<file path="src/core/fsbe_consts.svh">
// register offsets, field positions, reset values and timing counts
`ifndef FSBE_CONSTS_SVH
`define FSBE_CONSTS_SVH

// ==========================================================
// register offsets on the plain register port
`define FSBE_A_TRIG 4'h0
`define FSBE_A_FSS 4'h1
`define FSBE_A_FLOG 4'h2
`define FSBE_A_EQ0 4'h3
`define FSBE_A_EQ1 4'h4
`define FSBE_A_FSTB 4'h5
`define FSBE_A_HOLD 4'h6
`define FSBE_A_EDGE 4'h7
`define FSBE_A_HALF 4'h8
`define FSBE_A_FLG0 4'h9
`define FSBE_A_FLG3 4'hc
`define FSBE_A_CNTL 4'hd
`define FSBE_A_CNTH 4'he
`define FSBE_A_IDLE 4'hf

// ==========================================================
// field positions
`define FSBE_TRIG_DONE 7
`define FSBE_TRIG_RD 2
`define FSBE_FSS_EN 7
`define FSBE_EDGE_RISE 0
`define FSBE_EDGE_FALL 1

// ==========================================================
// codes
`define FSBE_FUNC_AND 2'h0
`define FSBE_FUNC_OR 2'h1
`define FSBE_FUNC_XOR 2'h2
`define FSBE_TERM_CEXP 3'h5
`define FSBE_TERM_FIFO 3'h6
`define FSBE_FLG_EMPTY 2'h1
`define FSBE_FLG_FULL 2'h2
`define FSBE_WR_LAST 3'h1
`define FSBE_RD_LAST 3'h3
`define FSBE_NCTL 6

// ==========================================================
// reset values
`define FSBE_RST_BYTE 8'h00
`define FSBE_RST_EDGE 2'h3
`define FSBE_RST_CTL 8'h3f

// ==========================================================
// timing: clock period, strobe half period and data hold, in ps
`define FSBE_CLK_PS 40000
`define FSBE_HALF_PS 20830
`define FSBE_HOLD_PS 10000
`define FSBE_HALF_CYC ((`FSBE_HALF_PS + `FSBE_CLK_PS - 1) / `FSBE_CLK_PS)
`define FSBE_HOLD_CYC ((`FSBE_HOLD_PS + `FSBE_CLK_PS - 1) / `FSBE_CLK_PS)

`endif

</file>
<file path="src/core/fsbe_pkg.sv">
// types shared by the burst engine and its strobe generator
package fsbe_pkg;

  // waveform states; the index of S0..S6 is the state number
  typedef enum logic [2:0] {
    ST_S0, ST_S1, ST_S2, ST_S3, ST_S4, ST_S5, ST_S6, ST_IDLE
  } fsbe_state_t;

  // strobe generator state
  typedef struct packed {
    logic [7:0] cnt;
    logic level;
  } fsbe_stb_t;

  // engine state
  typedef struct packed {
    fsbe_state_t st;
    logic dir;
    logic [1:0] ep;
    logic [15:0] count;
    logic [7:0] fss;
    logic [7:0] flog;
    logic [7:0] eq0;
    logic [7:0] eq1;
    logic [7:0] fstb;
    logic [7:0] idle_ctl;
    logic [7:0] half;
    logic [1:0] hold;
    logic [1:0] edge_sel;
    logic [3:0][1:0] flgsel;
    logic [15:0] pd_meta;
    logic [15:0] pd_sync;
    logic [4:0] rdy_meta;
    logic [4:0] rdy_sync;
    logic [15:0] pd_out;
    logic pd_oe;
    logic [1:0] hold_cnt;
    logic [2:0] rd_pipe;
    logic push;
    logic [15:0] push_data;
    logic [7:0] rdata;
  } fsbe_eng_t;

endpackage

</file>
<file path="src/core/fsbe_engine.sv">
// burst engine with one flow state per waveform
//
// Strobed register access and the address map were left to the implementer.
`timescale 1ns/1ps
// Notes on behaviour
// one flow state, any of S0..S6; the sequencer reaches only S0..S1 writing and S0..S3 reading
// flow ready logic separate from decision logic
// only decision logic leaves the flow state
// flow state drives control values from flow registers
// lines held asserted, one word per clock
// controller picks read and write waveform slots
// internal ready 5 is count expired flag
// write: S0 idle activity, S1 flow state
// combine function and term source select flag
// strobe select field picks control line
// hold write data after the strobe
// both edges selected move word per edge
// strobe toggles with programmable half period
// flag select chooses empty or full flag
// flow condition follows selected fifo flag
// flow state register: enable plus state number
// write: zero flows data, one holds line
// read: S0 idle, S1 S2 porch, S3 flow
// read flow register enables state three
// read: zero drives lines 1 2 low
// firmware reloads flow setup before each launch
// line 4 usable as strobe without pin
// count drops per push or pop, zero ends
// trigger bit 7 high when idle or done
// trigger direction bit picks read or write
// endpoint field selects one of four endpoints
// leaving flow restores idle lines same cycle
// stalled flow moves no data nor count
module fsbe_engine (
  // clock and reset
  input wire logic clk_i,
  input wire logic sys_rst_i,
  // register port
  input wire logic [3:0] reg_addr_i,
  input wire logic [7:0] reg_wdata_i,
  input wire logic reg_wr_i,
  input wire logic reg_rd_i,
  output logic [7:0] reg_rdata_o,
  // endpoint buffers
  input wire logic [3:0] ep_empty_i,
  input wire logic [3:0] ep_full_i,
  input wire logic [15:0] ep_rd_data_i,
  output logic [1:0] ep_sel_o,
  output logic ep_pop_o,
  output logic ep_push_o,
  output logic [15:0] ep_wr_data_o,
  // peripheral pins
  input wire logic [15:0] pd_i,
  output logic [15:0] pd_o,
  output logic pd_oe_o,
  input wire logic [4:0] rdy_i,
  output logic [5:0] ctl_o,
  output logic [2:0] state_o
);
  `include "fsbe_consts.svh"

  fsbe_pkg::fsbe_eng_t r_q;
  fsbe_pkg::fsbe_eng_t r_d;
  logic fsm_en;
  logic [2:0] fsm_num;
  logic in_flow;
  logic cexp;
  logic fifo_flag;
  logic term_a;
  logic term_b;
  logic flow_cond;
  logic stb;
  logic tick;
  logic xfer;
  logic trig_wr;
  logic [2:0] last_st;
  logic [7:0] ctl_base;
  logic [7:0] ctl_mix;

  // ==========================================================
  // term source: ready pins, count expired, fifo flag, else zero
  function automatic logic term_val(input logic [2:0] src,
                                    input logic [4:0] rdy,
                                    input logic ce,
                                    input logic ff);
    logic v;
    v = 1'b0;
    if (src == `FSBE_TERM_FIFO)
      v = ff;
    else if (src == `FSBE_TERM_CEXP)
      v = ce;
    else if (src < `FSBE_TERM_CEXP)
      v = rdy[src];
    return v;
  endfunction

  // flag of endpoint ep chosen by its flag select code
  function automatic logic flag_of(input logic [1:0] code,
                                   input logic emp,
                                   input logic ful);
    logic v;
    v = 1'b0;
    if (code == `FSBE_FLG_EMPTY)
      v = emp;
    else if (code == `FSBE_FLG_FULL)
      v = ful;
    return v;
  endfunction

  // ==========================================================
  // flow state decode and flow condition
  assign fsm_en = r_q.fss[`FSBE_FSS_EN];
  assign fsm_num = r_q.fss[2:0];
  // one flow state: only the numbered non-idle state flows
  assign in_flow = fsm_en && r_q.st != fsbe_pkg::ST_IDLE
                   && r_q.st == fsbe_pkg::fsbe_state_t'(fsm_num);
  assign cexp = r_q.count == 16'h0000;
  assign fifo_flag = flag_of(r_q.flgsel[r_q.ep], ep_empty_i[r_q.ep],
                             ep_full_i[r_q.ep]);
  // flow terms use their own sources, apart from the decision
  assign term_a = term_val(r_q.flog[5:3], r_q.rdy_sync, cexp,
                           fifo_flag);
  assign term_b = term_val(r_q.flog[2:0], r_q.rdy_sync, cexp,
                           fifo_flag);

  // combine function
  always_comb
  begin
    case (r_q.flog[7:6])
      `FSBE_FUNC_AND: flow_cond = term_a && term_b;
      `FSBE_FUNC_OR: flow_cond = term_a || term_b;
      `FSBE_FUNC_XOR: flow_cond = term_a ^ term_b;
      default: flow_cond = term_a && !term_b;
    endcase
  end

  // ==========================================================
  // strobe generator, running only inside the flow state
  fsbe_strobe_gen u_stb (
    .clk_i(clk_i),
    .sys_rst_i(sys_rst_i),
    .run_i(in_flow),
    .half_i(r_q.half),
    .edge_sel_i(r_q.edge_sel),
    .strobe_o(stb),
    .tick_o(tick)
  );

  // a word moves on a strobe tick while flowing and count remains
  assign xfer = in_flow && tick && !flow_cond && !cexp;
  assign trig_wr = reg_wr_i && reg_addr_i == `FSBE_A_TRIG;
  assign last_st = r_q.dir ? `FSBE_RD_LAST : `FSBE_WR_LAST;

  // ==========================================================
  // control lines: idle values, or eq0 or eq1 in the flow state, plus strobe
  always_comb
  begin
    if (in_flow)
      ctl_base = flow_cond ? r_q.eq1 : r_q.eq0;
    else
      ctl_base = r_q.idle_ctl;
    ctl_mix = ctl_base;
    // any line, pinless line 4 too, may carry the strobe
    if (in_flow && r_q.fstb[2:0] < 3'(`FSBE_NCTL))
      ctl_mix[r_q.fstb[2:0]] = stb;
  end

  assign ctl_o = ctl_mix[5:0];

  // ==========================================================
  // next state: sequencer, registers, data path
  always_comb
  begin
    r_d = r_q;
    // pin synchronisers
    r_d.pd_meta = pd_i;
    r_d.pd_sync = r_q.pd_meta;
    r_d.rdy_meta = rdy_i;
    r_d.rdy_sync = r_q.rdy_meta;

    // decision-point sequencing
    case (r_q.st)
      fsbe_pkg::ST_IDLE:
      begin
        if (trig_wr)
        begin
          r_d.dir = reg_wdata_i[`FSBE_TRIG_RD];
          r_d.ep = reg_wdata_i[1:0];
          r_d.st = fsbe_pkg::ST_S0;
        end
      end
      default:
      begin
        if (in_flow)
        begin
          // only count expiry ends the flow state
          if (cexp)
            r_d.st = fsbe_pkg::ST_IDLE;
        end
        else if (3'(r_q.st) >= last_st)
          r_d.st = fsbe_pkg::ST_IDLE;
        else
          r_d.st = fsbe_pkg::fsbe_state_t'(3'(r_q.st) + 3'h1);
      end
    endcase

    // one word per tick
    if (xfer)
      r_d.count = r_q.count - 16'h0001;
    // a read word reaches pd_sync three edges after its strobe
    r_d.rd_pipe = {r_q.rd_pipe[1:0], xfer && r_q.dir};
    r_d.push = r_q.rd_pipe[2];
    if (r_q.rd_pipe[2])
      r_d.push_data = r_q.pd_sync;
    if (xfer && !r_q.dir)
    begin
      r_d.pd_out = ep_rd_data_i;
      r_d.pd_oe = 1'b1;
      r_d.hold_cnt = r_q.hold;
    end
    else if (r_q.hold_cnt != 2'h0)
      r_d.hold_cnt = r_q.hold_cnt - 2'h1;
    else
      r_d.pd_oe = 1'b0;

    // register writes
    if (reg_wr_i)
    begin
      case (reg_addr_i)
        `FSBE_A_FSS: r_d.fss = reg_wdata_i;
        `FSBE_A_FLOG: r_d.flog = reg_wdata_i;
        `FSBE_A_EQ0: r_d.eq0 = reg_wdata_i;
        `FSBE_A_EQ1: r_d.eq1 = reg_wdata_i;
        `FSBE_A_FSTB: r_d.fstb = reg_wdata_i;
        `FSBE_A_HOLD: r_d.hold = reg_wdata_i[1:0];
        `FSBE_A_EDGE: r_d.edge_sel = reg_wdata_i[1:0];
        `FSBE_A_HALF: r_d.half = reg_wdata_i;
        `FSBE_A_IDLE: r_d.idle_ctl = reg_wdata_i;
        `FSBE_A_CNTL:
          if (r_q.st == fsbe_pkg::ST_IDLE)
            r_d.count[7:0] = reg_wdata_i;
        `FSBE_A_CNTH:
          if (r_q.st == fsbe_pkg::ST_IDLE)
            r_d.count[15:8] = reg_wdata_i;
        default:
          if (reg_addr_i >= `FSBE_A_FLG0 && reg_addr_i <= `FSBE_A_FLG3)
            r_d.flgsel[2'(reg_addr_i - `FSBE_A_FLG0)] =
              reg_wdata_i[1:0];
      endcase
    end

    // read data, valid the cycle after the read strobe
    r_d.rdata = `FSBE_RST_BYTE;
    if (reg_rd_i)
    begin
      case (reg_addr_i)
        `FSBE_A_TRIG:
          r_d.rdata = {r_q.st == fsbe_pkg::ST_IDLE, 4'h0, r_q.dir,
                       r_q.ep};
        `FSBE_A_FSS: r_d.rdata = r_q.fss;
        `FSBE_A_FLOG: r_d.rdata = r_q.flog;
        `FSBE_A_EQ0: r_d.rdata = r_q.eq0;
        `FSBE_A_EQ1: r_d.rdata = r_q.eq1;
        `FSBE_A_FSTB: r_d.rdata = r_q.fstb;
        `FSBE_A_HOLD: r_d.rdata = {6'h00, r_q.hold};
        `FSBE_A_EDGE: r_d.rdata = {6'h00, r_q.edge_sel};
        `FSBE_A_HALF: r_d.rdata = r_q.half;
        `FSBE_A_IDLE: r_d.rdata = r_q.idle_ctl;
        `FSBE_A_CNTL: r_d.rdata = r_q.count[7:0];
        `FSBE_A_CNTH: r_d.rdata = r_q.count[15:8];
        default:
          r_d.rdata = {6'h00,
                       r_q.flgsel[2'(reg_addr_i - `FSBE_A_FLG0)]};
      endcase
    end
  end

  // ==========================================================
  // state register
  always_ff @(posedge clk_i)
  begin
    if (sys_rst_i)
    begin
      r_q <= '0;
      r_q.st <= fsbe_pkg::ST_IDLE;
      r_q.idle_ctl <= `FSBE_RST_CTL;
      r_q.eq1 <= `FSBE_RST_CTL;
      r_q.edge_sel <= `FSBE_RST_EDGE;
      r_q.half <= 8'(`FSBE_HALF_CYC);
      r_q.hold <= 2'(`FSBE_HOLD_CYC);
    end
    else
      r_q <= r_d;
  end

  // outputs
  assign reg_rdata_o = r_q.rdata;
  assign ep_sel_o = r_q.ep;
  assign ep_pop_o = xfer && !r_q.dir;
  assign ep_push_o = r_q.push;
  assign ep_wr_data_o = r_q.push_data;
  assign pd_o = r_q.pd_out;
  assign pd_oe_o = r_q.pd_oe;
  assign state_o = 3'(r_q.st);

  // ==========================================================
  // checks
  a_flow_exit_idle: assert property (
    @(posedge clk_i) disable iff (sys_rst_i)
    in_flow && cexp |=> r_q.st == fsbe_pkg::ST_IDLE && ctl_o ==
      r_q.idle_ctl[5:0])
    else $error("flow state not left at count expiry");
  a_flow_stays: assert property (
    @(posedge clk_i) disable iff (sys_rst_i)
    in_flow && !cexp |=> r_q.st == $past(r_q.st))
    else $error("flow state left before count expiry");
  a_count_step: assert property (
    @(posedge clk_i) disable iff (sys_rst_i)
    ep_pop_o || (xfer && r_q.dir)
    |=> r_q.count == $past(r_q.count) - 16'h0001)
    else $error("count did not drop by one per word");
  a_stall_no_move: assert property (
    @(posedge clk_i) disable iff (sys_rst_i)
    in_flow && flow_cond |-> !ep_pop_o ##4 !ep_push_o)
    else $error("data moved while flow stalled");
  a_write_drive: assert property (
    @(posedge clk_i) disable iff (sys_rst_i)
    ep_pop_o |=> pd_oe_o && pd_o == $past(ep_rd_data_i))
    else $error("write word not driven after pop");
  a_flow_ctl_vals: assert property (
    @(posedge clk_i) disable iff (sys_rst_i)
    in_flow && r_q.fstb[2:0] > 3'h2
    |-> ctl_o[2:0] == (flow_cond ? r_q.eq1[2:0] : r_q.eq0[2:0]))
    else $error("flow control values not applied");
  a_launch_dir: assert property (
    @(posedge clk_i) disable iff (sys_rst_i)
    trig_wr && r_q.st == fsbe_pkg::ST_IDLE
    |=> r_q.st == fsbe_pkg::ST_S0
      && r_q.dir == $past(reg_wdata_i[`FSBE_TRIG_RD]))
    else $error("trigger did not launch in its direction");
  a_done_bit: assert property (
    @(posedge clk_i) disable iff (sys_rst_i)
    reg_rd_i && reg_addr_i == `FSBE_A_TRIG
    |=> reg_rdata_o[7] == ($past(r_q.st) == fsbe_pkg::ST_IDLE))
    else $error("done bit does not show idle");
  a_read_porch: assert property (
    @(posedge clk_i) disable iff (sys_rst_i)
    r_q.st == fsbe_pkg::ST_S0 && r_q.dir && r_q.fss == 8'h83
    |=> r_q.st == fsbe_pkg::ST_S1 ##1 r_q.st == fsbe_pkg::ST_S2
    ##1 r_q.st == fsbe_pkg::ST_S3)
    else $error("read porch sequence broken");
endmodule

</file>
<file path="src/core/fsbe_strobe_gen.sv">
// flow strobe toggler with per-edge transfer ticks
`timescale 1ns/1ps
module fsbe_strobe_gen (
  // clock and reset
  input wire logic clk_i,
  input wire logic sys_rst_i,
  // control
  input wire logic run_i,
  input wire logic [7:0] half_i,
  input wire logic [1:0] edge_sel_i,
  // strobe and tick
  output logic strobe_o,
  output logic tick_o
);
  `include "fsbe_consts.svh"

  fsbe_pkg::fsbe_stb_t s_q;
  fsbe_pkg::fsbe_stb_t s_d;
  logic flip;

  // ==========================================================
  // half period counter; strobe parks low when not running
  always_comb
  begin
    s_d = s_q;
    flip = run_i && (s_q.cnt + 8'h01 >= half_i);
    tick_o = 1'b0;
    if (!run_i)
    begin
      s_d.cnt = 8'h00;
      s_d.level = 1'b0;
    end
    else if (flip)
    begin
      s_d.cnt = 8'h00;
      s_d.level = !s_q.level;
      // a rising or falling edge moves one word when its edge_sel bit is set
      tick_o = s_q.level ? edge_sel_i[`FSBE_EDGE_FALL]
                         : edge_sel_i[`FSBE_EDGE_RISE];
    end
    else
    begin
      s_d.cnt = s_q.cnt + 8'h01;
    end
  end

  // state register
  always_ff @(posedge clk_i)
  begin
    if (sys_rst_i)
      s_q <= '0;
    else
      s_q <= s_d;
  end

  assign strobe_o = s_q.level;

  // ==========================================================
  // checks
  a_both_edges_tick: assert property (
    @(posedge clk_i) disable iff (sys_rst_i)
    run_i && $past(run_i) && half_i == 8'h01 && edge_sel_i == 2'h3
    |-> tick_o && (strobe_o != $past(strobe_o)))
    else $error("strobe did not move a word on every edge");
  a_strobe_parks: assert property (
    @(posedge clk_i) disable iff (sys_rst_i)
    !run_i |-> !tick_o ##1 !strobe_o)
    else $error("strobe kept toggling while stopped");
endmodule

</file>
<file path="config.mk">
export PLATFORM = sky130hd
export DESIGN_NAME = fsbe_engine
export DESIGN_NICKNAME = d
export VERILOG_FILES = /design/src/core/fsbe_pkg.sv /design/src/core/fsbe_engine.sv /design/src/core/fsbe_strobe_gen.sv
export VERILOG_INCLUDE_DIRS = /design/src /design/src/core
export SDC_FILE = /design/constraint.sdc
export NUM_CORES = 1
export LEC_CHECK = 0
export BUFFER_PORTS_ARGS = -buffer_cell sky130_fd_sc_hd__buf_4
export CAP_MARGIN = 20
export CORE_ASPECT_RATIO = 1.5
export CORE_MARGIN = 1.5
export CORE_UTILIZATION = 30
export DETAILED_ROUTE_END_ITERATION = 10
export GPL_TIMING_DRIVEN = 0
export PLACE_DENSITY = 0.46
export SYNTH_ARGS = -nofsm -noshare
export SYNTH_HDL_FRONTEND = slang
export SYNTH_HIERARCHICAL = 1
export SYNTH_SLANG_ARGS = --single-unit
</file>
<file path="constraint.sdc">
create_clock -name clk_i -period 8.6 [get_ports clk_i]
set_clock_uncertainty 0.1 [all_clocks]
set_input_delay 1.29 -clock clk_i [delete_from_list [all_inputs] [get_ports clk_i]]
set_output_delay 1.29 -clock clk_i [all_outputs]
set_load 0.05 [all_outputs]
</file>
Word level (Yosys, flattened, before mapping) --
Cells that the tools add are included.
Storage, ports and cells: flip-flop bits (word level) 188, input bits 61, output and inout bits 54
Cells by class: add/sub/neg operators 5, magnitude comparators 14, eq/ne operators 25, mux-type cells 60, bitwise gates (word level) 4, reductions and logical operators 42
Operators with widths (number):
- 2-to-1 mux 8 bit | 15
- one-hot mux 8 bit (12 select lines) | 1
- 2-to-1 mux 84 bit | 1
- AND reduction 2 bit | 11
- 2-to-1 mux 1 bit | 17
- bitwise mux 8 bit | 2
- == test 4 x 3 -> 1 bit (second input constant) | 4
- == test 4 bit (second input constant) | 4
- logical NOT 16 bit | 1
- 2-to-1 mux 16 bit | 1
- subtractor 16 x 1 -> 16 bit (second input constant) | 1
- == test 3 bit (second input constant) | 5
- logical AND 1 bit | 15
- 2-to-1 mux 3 bit | 5
- 2-to-1 mux 2 bit | 7
- less-than comparator 3 x 4 -> 1 bit (second input constant) | 3
- 2-to-1 mux 6 bit | 2
- OR reduction 11 bit | 1
- less-than comparator 3 bit (second input constant) | 3
- adder 8 x 1 -> 8 bit (second input constant) | 1
- binary-select mux 2 bit (select 2 bit) | 2
- == test 4 x 2 -> 1 bit (second input constant) | 2
- >= comparator 8 bit | 1
- binary-select mux 1 bit (select 3 bit) | 2
- 29 further kinds | 43

Logic depth before layout (Yosys ltp) --
Gate-level depths: netlist (run 1).
word-level depth 16, mapped depth 15, gate-level depth less buffers 15

By module --
The synthesis (run 1) kept the hierarchy.
Modules (own cells, without submodules):
- fsbe_engine | instances 1, cells each 981, area each 8167.8 µm², sequential area each 3583.4 µm²
- fsbe_strobe_gen | instances 1, cells each 71, area each 663.1 µm², sequential area each 180.2 µm²

Least setup slack after synthesis (run 1) --
Ideal clock, no wire load.
path type input port to output port, start point input ep_empty_i[1], end point output ctl_o[4], data arrival time 4228 ps, slack 2982 ps, stages on the path 11, buffers on the path 0, cells stage by stage nand3b_1 > a31oi_1 > a211o_1 > a41oi_1 > ha_1 > a22oi_1 > nand2b_1 > nand2_1 > o21ai_0 > a21oi_1 > o31ai_1
Between the ends: word-level cells in the longest chain between the ends 11, elaborated cells between the ends (all ways) 15
Ends and longest elaborated chain:
- start, declared | line fsbe_engine.sv:45 | input wire logic [3:0] ep_empty_i,
- binary-select mux 1 bit (select 2 bit) (*) | line fsbe_engine.sv:118 | assign fifo_flag = flag_of(r_q.flgsel[r_q.ep], ep_empty_i[r_q.ep],
- 2-to-1 mux 1 bit (implied by the code) (*) | line fsbe_engine.sv:118
- 2-to-1 mux 1 bit (*) | line fsbe_engine.sv:103 | if (code == `FSBE_FLG_EMPTY)
- 2-to-1 mux 1 bit | line fsbe_engine.sv:88 | if (src == `FSBE_TERM_FIFO)
- logical NOT 1 bit | line fsbe_engine.sv:133 | default: flow_cond = term_a && !term_b;
- logical AND 1 bit | line fsbe_engine.sv:133
- one-hot mux 1 bit (3 select lines) (*) | line fsbe_engine.sv:129 | case (r_q.flog[7:6])
- 2-to-1 mux 8 bit (*) | line fsbe_engine.sv:159 | ctl_base = flow_cond ? r_q.eq1 : r_q.eq0;
- 2-to-1 mux 8 bit (*) | line fsbe_engine.sv:158 | if (in_flow)
- bitwise mux 8 bit | line fsbe_engine.sv:165 | ctl_mix[r_q.fstb[2:0]] = stb;
- 2-to-1 mux 6 bit (*) | line fsbe_engine.sv:164 | if (in_flow && r_q.fstb[2:0] < 3'(`FSBE_NCTL))
- end, declared | line fsbe_engine.sv:57 | output logic [5:0] ctl_o,
Every way passes the cells marked *; elsewhere a longest branch is shown, timed or not. The select of a mux whose other input is x is not followed.

Worst setup path in the final report (run 1) --
start point register r_q[162] (netlist bit), end point output ep_pop_o
Between the ends: word-level cells in the longest chain between the ends 10, elaborated cells between the ends (all ways) 16
Ends and longest elaborated chain:
- start, declared | line fsbe_engine.sv:62 | fsbe_pkg::fsbe_eng_t r_q;
- start signal, assigned | line fsbe_engine.sv:293 | r_q <= r_d;
- logical NOT 16 bit (*) | line fsbe_engine.sv:117 | assign cexp = r_q.count == 16'h0000;
- 2-to-1 mux 1 bit | line fsbe_engine.sv:90 | else if (src == `FSBE_TERM_CEXP)
- 2-to-1 mux 1 bit | line fsbe_engine.sv:88
- logical NOT 1 bit | line fsbe_engine.sv:133
- logical AND 1 bit | line fsbe_engine.sv:133
- one-hot mux 1 bit (3 select lines) | line fsbe_engine.sv:129
- logical NOT 1 bit | line fsbe_engine.sv:150 | assign xfer = in_flow && tick && !flow_cond && !cexp;
- logical AND 1 bit | line fsbe_engine.sv:150
- logical AND 1 bit (*) | line fsbe_engine.sv:150
- logical AND 1 bit (*) | line fsbe_engine.sv:299 | assign ep_pop_o = xfer && !r_q.dir;
- end, declared | line fsbe_engine.sv:49 | output logic ep_pop_o,
Every way passes the cells marked *; elsewhere a longest branch is shown, timed or not.

==> results.md, run 1 <==
* Buf/Inv on CP at 2
* Fraction of registers with async set or reset after synthesis at 0
* Area grow syn2layout at 20.9%
* Max incr delay on CP at 0.55 ns
* Crit. End Element: output pin
* Dpl hpwl at 22000 um
* Layout cells sized above 1 at 0.171
* Synth cell types at 62
* Post-Syn Area at 8830 um^2
* Family with the most delay on the worst path: simple AND/OR/NAND/NOR gates
* Pwr Density at 182 nW/um^2
* Adder-Cell Fraction of Synth Area at 0.0340
* Sequential area share after synthesis at 0.426
* Hold depth at 1
* DR top layer: met4
* TNS Setup at 0 ns
* Global-route wire length before repair at 44500 um
* Switching share of power at 0.274
* Placement Rows at 76
* Largest family of logic cells by synthesized area: simple AND/OR/NAND/NOR gates
* Register clock-pin slew on the reported worst setup and hold paths at 0.07 ns
* Post-Synth XOR/XNOR Area at 0.0188
* Pre-Repair DR Iteration Count at 5
* Met2 wire len at 14900 um
* Setup Buffers After CTS at 0
* Drt drc at 0
* Critical-path cell list: nor3_2, nand3b_1, or3_1, o31ai_2, a41oi_1, ha_1, a22oi_1, nand2b_1, nand3_1, nor3_1, buf_2, buf_4
* Max FO, Critical Path at 10
* Seq cells post-synth at 188
* Reg-to-reg endpoint: r_q[28]$_SDFFE_PP0P_
* Num CTS Buffers at 17
* Reg2reg start: r_q[162]$_SDFF_PP0_
* Initial antenna violation count at 0
* Worst VDD drop at 0.000146 V
* Worst-margin pin slew at 0.998 ns
* Vias per cell at ~4.9
* Pins Over Slew Limit at 0
* Grt ovf at 0
* Wire per inst at 18.5 um
* Iter 0 DRT Violations at 477
* Relative slew slack at 0.335
* Die ar. at around 30000 um^2
* Global Route Usage Sum at 0.198
* Met3 WL at 1260 um
* Leakage power at 4.11 nW
* Comb power frac at 0.123
* Clock power frac at 0.406
* Post-cts sizing count at 0
* Fillers at just over 3000
* Port bufs at around 110
* Hold Crit Class: reg2reg
* Min-delay src: r_d[47]$_SDFF_PP0_
* Average size of a mapped cell at 8.39 um^2
* M1 wire length at 11200 um
* Detailed Route WL at a little under 30000 um
* Fin area at roughly 11000 um^2
* Critical path's slowest cell: or3_1
* Commonest non-fill, non-tap cells in the layout: dfxtp_1, nand2_1, buf_4
* CTS tree: yes
* Via Count at 7766
* Bufs on Longest Clock Path at 2
* Crit Path Class: reg2out
* Nets@finish at about 1300
* Max_cap viols at 0
* Antenna-violating nets left at 0
* Mapped Cells at approximately 1100
* Vias in the first global route at 7546
* RSZ-0062 raised after global routing: false
* Psw at 533 uW
* Status: finished, final reports clean
* Crit path required time at 7.21 ns
* Seq pwr share at 0.470
* Top_reg_cell synth: dfxtp_1
* Clock sink count at 188
* Total core area at 28800 um^2
* Final Hold Fails at 0
* Synth warn at 6
* WHS Endpoint: r_q[47]$_SDFF_PP0_
* Compound-Gate Fraction of Synth Area at 0.144
* Worst setup SP type: register
* Post-synthesis mux area share at 0.0601
* CTS Root Cell: clkbuf_16
* Number of synthesized flops with an enable pin at 0
* Worst Hold Slack at 0.334 ns
* Final setup viols at 0
* Critical path arrival at around 4.5 ns
* Net Count, Synth at 1137
* Placement Cell Area at 10100 um^2
* Clk_lat worst skew at between 0.4 and 0.5 ns
* Reg2reg setup slack at about 4.3 ns
* Hold buffer count at CTS at 0
* I/O pins at 115
* Die X at 143 um
* Starting density of the core at 0.306
* Diode count at 0
* Final worst path period share at 0.684
* Commonest non-fill, non-tap cell in the layout: dfxtp_1
* H-tree lvl count at 4
* RePlAce Congestion at 0.910
* Simple-Gate Fraction of Synth Area at 0.233
* Largest net degree at the start of global routing at 17
* Fmax at 170 MHz
* R2R cell count at 13
* Die height at between 200 and 250 um
* Internal power at 1.41 mW
* Final Critical Period at 5.88 ns
[per-layer routing]
metal	vias to the layer above	GRT usage
met3	87	0.0348
met2	241	0.355
li1	3820	-
met1	3618	0.208
met4	0	0.140
met5	-	0
[kinds of logic after synthesis]
kind of cell    Yosys count
simple gates            432
compound gates          189
flops                   188
buf+inv                 151
mux                      49
fa+ha+maj                24
xor+xnor                 19
[worst max path at each step]
stage	slack (ns)	cells past startpoint	end	from
after floorplan	2.98	11	ctl_o[4]	ep_empty_i[1]
after global placement	2.63	12	ep_pop_o	ep_full_i[1]
after detailed placement	2.66	12	ep_pop_o	ep_empty_i[1]
after CTS	2.63	12	ep_pop_o	r_q[162]$_SDFF_PP0_
after global routing	2.49	12	ep_pop_o	r_q[162]$_SDFF_PP0_
final	2.72	12	ep_pop_o	r_q[162]$_SDFF_PP0_
[sequential cells by signal, indices dropped and copies added, names as in the netlist, 2 cells and up, named ones only]
name and flops:
ep_wr_data_o 16, r_d 24, fsm_num 3, reg_rdata_o 8, ep_sel_o 2, r_q 96
u_stb/s_q 8, pd_o 16, state_o 3
[per-stage QoR]
stage          cells  total power, mW   util  worst slack (ns)
6_report        1579             1.94  0.371              2.72
5_1_grt         1579             2.02  0.371              2.49
4_1_cts         1579             1.97  0.371              2.63
3_5_place_dp    1547             1.17  0.351              2.66
3_3_place_gp    1547             1.17  0.351              2.63
2_1_floorplan   1052             1.08      -              2.98
[power groups by stage]
stage	Combinational, mW	Sequential, mW	Clock [mW]
after floorplan	0.153	0.926	0
after CTS	0.239	0.913	0.816
final	0.240	0.914	0.789
after global placement	0.238	0.933	0
after detailed placement	0.238	0.934	0
after global routing	0.260	0.916	0.846
[cell type report]
cell class | count | area [um^2] | share of cell area
inverter | 31 | 116 | 0.0109
clock buffer | 19 | 433 | 0.0405
multi-input combinational | 713 | 4320 | 0.405
buffer | 120 | 627 | 0.0587
clock inverter | 13 | 139 | 0.0130
sequential | 188 | 3760 | 0.352
timing repair buffer | 105 | 788 | 0.0738
tap | 390 | 488 | 0.0457
[cells in the mapped netlist (all sizes together) (11+ instances only)]
master,n,area [um^2]
nand3,40,200
a211oi,13,110
xnor2,14,123
buf,57,390
nor3,20,105
ha,24,300
a21oi,80,400
o21ai,21,105
nor2,83,312
clkbuf,63,236
inv,31,116
nand2,170,638
a222oi,11,110
dfxtp,188,3760
mux2i,44,440
a31oi,11,68.8
nor2b,47,294
nor3b,11,82.6
Note: power is estimated with default switching activity, not from simulation.
==> inputs of run 2 (changes only) <==
--- a/config.mk
+++ b/config.mk
@@ -6,6 +6,7 @@
 export SDC_FILE = /design/constraint.sdc
 export NUM_CORES = 1
 export LEC_CHECK = 0
+export ABC_AREA = 1
 export BUFFER_PORTS_ARGS = -buffer_cell sky130_fd_sc_hd__buf_4
 export CAP_MARGIN = 20
 export CORE_ASPECT_RATIO = 1.5
==> constraint.sdc (replaced) <==
create_clock -name clk_i -period 5.7 [get_ports clk_i]
set_clock_uncertainty 0.1 [all_clocks]
set_input_delay 0.855 -clock clk_i [delete_from_list [all_inputs] [get_ports clk_i]]
set_output_delay 0.855 -clock clk_i [all_outputs]
set_load 0.05 [all_outputs]
==> run 2 against run 1 <==
Against the previous run: wire length down 3.7%; core utilization up 0.11 points; sequential share of layout area down 0.90 points; combinational power up 68%; synthesized cell count up 16%; register-to-register slack worse by 2.5 ns; clock-buffer cell count down 1; power up 58%; critical path depth up 2; critical path type unchanged; highest routed layer unchanged.
==> results.md, run 2 <==
* Diode count at 0
* Max reg flops at 96
* Fraction of registers with async set or reset after synthesis at 0
* Synth cell types at between 40 and 50
* Placement Rows at 77
* Buf/Inv on CP at 6
* Via Count at 8172
* Leakage power at 5.04 nW
* Largest net degree at the start of global routing at 20
* Synth top area share at 0.418
* Critical path's slowest cell: clkbuf_1
* Relative slew slack at 0.411
* Pins Over Slew Limit at 0
* Wire per inst at 15.9 um
* Global Route Usage Sum at 0.190
* CTS Root Cell: clkbuf_16
* Grt ovf at 0
* Post-cts sizing count at 0
* Port bufs at 112
* Internal power at 2.17 mW
* Cell total after placement at approximately 1700
* Crit. End Element: output pin
* Vias in the first global route at about 8000
* Net Count, Synth at 1309
* Final Util at 0.372
* Antenna-violating nets left at 0
* Iter 0 DRT Violations at 511
* Post-synth top area cell: dfxtp_1
* Num CTS Buffers at 17
* Register clock-pin slew on the reported worst setup and hold paths at around 0.08 ns
* Fmax at 197 MHz
* Worst VDD drop at 0.000239 V
* Number of synthesized flops with an enable pin at 0
* Initial antenna violation count at 0
* Average size of a mapped cell at 7.35 um^2
* Drt drc at 0
* Family with the most delay on the worst path: buffers and inverters
* Setup Buffers After CTS at 0
* Mapped Cells at 1224
* RePlAce Congestion at 0.930
* Vias per cell at about 4.6
* Nets@finish at 1440
* CTS tree: yes
* I/O pins at 115
* Seq pwr share at 0.451
* H-tree lvl count at 4
* TNS Setup at 0 ns
* Starting density of the core at 0.305
* Multi-input combinational cell area at 3930 um^2
* Post-synth top cells: inv_1, dfxtp_1, nand2_1
* Sequential area share after synthesis at 0.418
* Clk_lat worst skew at 0.46 ns
* Commonest non-fill, non-tap cells in the layout: inv_1, dfxtp_1, buf_4
* Clock power frac at 0.417
* Commonest non-fill, non-tap cell in the layout: inv_1
* Final worst path period share at 0.891
* Die X at 144 um
* Final Hold Fails at 0
* Worst Hold Slack at 0.299 ns
* Comb power frac at 0.132
* Worst setup SP type: register
* Psw at 897 uW
* Crit Path Class: reg2out
* Max incr delay on CP at 0.47 ns
* RSZ-0062 raised after global routing: false
* Reg with most FFs: r_q
* Area grow syn2layout at 21.8%
* Fillers at 3270
* Bufs on Longest Clock Path at 2
* Most frequent cell after synthesis: inv_1
* Final setup viols at 0
* Register area at 3760 um^2
* Die height at 215 um
* Post-Syn Area at 9000 um^2
* Max FO, Critical Path at 11
* Layout cells sized above 1 at 0.189
* Pwr Density at roughly 280 nW/um^2
* Clock sink count at 188
* Pre-Repair DR Iteration Count at 5
* Critical-path cell list: ha_1, ha_1, nor4_1, and2_1, clkbuf_1, clkbuf_1, nand2_4, nor2_1, inv_1, nor2_4, nand4_2, inv_2, buf_6, buf_4
* Detailed Route WL at 28100 um
* Synth warn at 6
* Hold buffer count at CTS at 0
* Critical path arrival at 4.12 ns
* Final Critical Period at between 5 and 6 ns
* Switching share of power at 0.292
* Global-route wire length before repair at 44000 um
* Seq cells post-synth at 188
* Status: finished, final reports clean
* Finished Layout Cells at 1763
* Die ar. at 31100 um^2
* Top area cells in the synthesized netlist: dfxtp_1, inv_1, nand2_1, nor2_1, a21oi_1
* Total core area at 29500 um^2
* Dpl hpwl at 22000 um
* Hold Crit Class: reg2reg
* Worst-margin pin slew at 0.883 ns
* Top_reg_cell synth: dfxtp_1
* Crit path required time at around 4.7 ns
* Max_cap viols at 0
run 2: changes by cell type after synthesis, sizes merged, moves of 13 or more:
cell,delta
a21oi,+24
nor2,+77
a211oi,-13
mux2i,-43
nand3,+40
clkbuf,-31
o21ai,+83
inv,+168
nor2b,-47
o22ai,+13
run 2: kinds of logic after synthesis:
family                     share of synthesized area
AOI/OAI and AO/OA                              0.153
adders and majority gates                     0.0334
DFF                                            0.418
buffers and inverters                          0.145
muxes                                        0.00111
xor gates and xnor gates                      0.0175
and+or+nand+nor                                0.232
run 2: final cells by class:
| type | count | area share |
|---|---|---|
| Timing Repair Buffer | 112 | 0.0767 |
| Clock buffer | 18 | 0.0392 |
| Clock inverter | 14 | 0.0182 |
| Tap cell | 395 | 0.0451 |
| Multi-Input combinational cell | 747 | 0.359 |
| Sequential cell | 188 | 0.343 |
| Buffer | 89 | 0.0501 |
| Inverter | 200 | 0.0685 |
run 2: worst reg2reg max path: stages (launching register included):
cell	delay [ns]
dfxtp_1	0.39
ha_1	0.21
ha_1	0.27
nor4_1	0.27
and2_1	0.19
clkbuf_1	0.45
clkbuf_1	0.48
nand2_4	0.13
nor2_1	0.11
inv_1	0.10
nor2_4	0.32
clkbuf_1	0.45
nand3_1	0.15
nand3_1	0.11
nand3_1	0.06
inv_1	0.06
run 2: power by group through the flow:
stage	clock (mW)	combinational, mW	sequential (mW)
after CTS	1.32	0.410	1.39
after detailed placement	0	0.408	1.42
after global routing	1.37	0.451	1.39
after floorplan	0	0.269	1.40
after global placement	0	0.406	1.42
final	1.28	0.404	1.39
run 2: stage by stage:
step                power (mW)  area (um^2)  worst slack, ns
finish                    3.07        11000            0.622
detailed placement        1.83        10300             1.05
floorplan                 1.67         9000             1.74
global placement          1.82        10300             1.08
CTS                       3.12        11000            0.526
global route              3.21        11000            0.328
run 2: path summary, 6_finish.rpt:
path | from | end | slack [ns] | cells past startpoint
max | state_o[1]$_SDFFE_PP1P_ | ep_pop_o | 0.62 | 14
min | r_d[49]$_SDFF_PP0_ | r_q[49]$_SDFF_PP0_ | 0.30 | 2
max reg2reg | state_o[1]$_SDFFE_PP1P_ | r_q[172]$_SDFF_PP0_ | 1.80 | 15
min reg2reg | r_d[49]$_SDFF_PP0_ | r_q[49]$_SDFF_PP0_ | 0.30 | 2
run 2: metal layers:
layer / vias up / track usage / share of wire
li1: 4148 / - / -
met1: 3724 / 0.203 / 0.38
met2: 234 / 0.341 / 0.52
met3: 66 / 0.0336 / 0.046
met4: 0 / 0.113 / 0.050
met5: - / 0 / 0
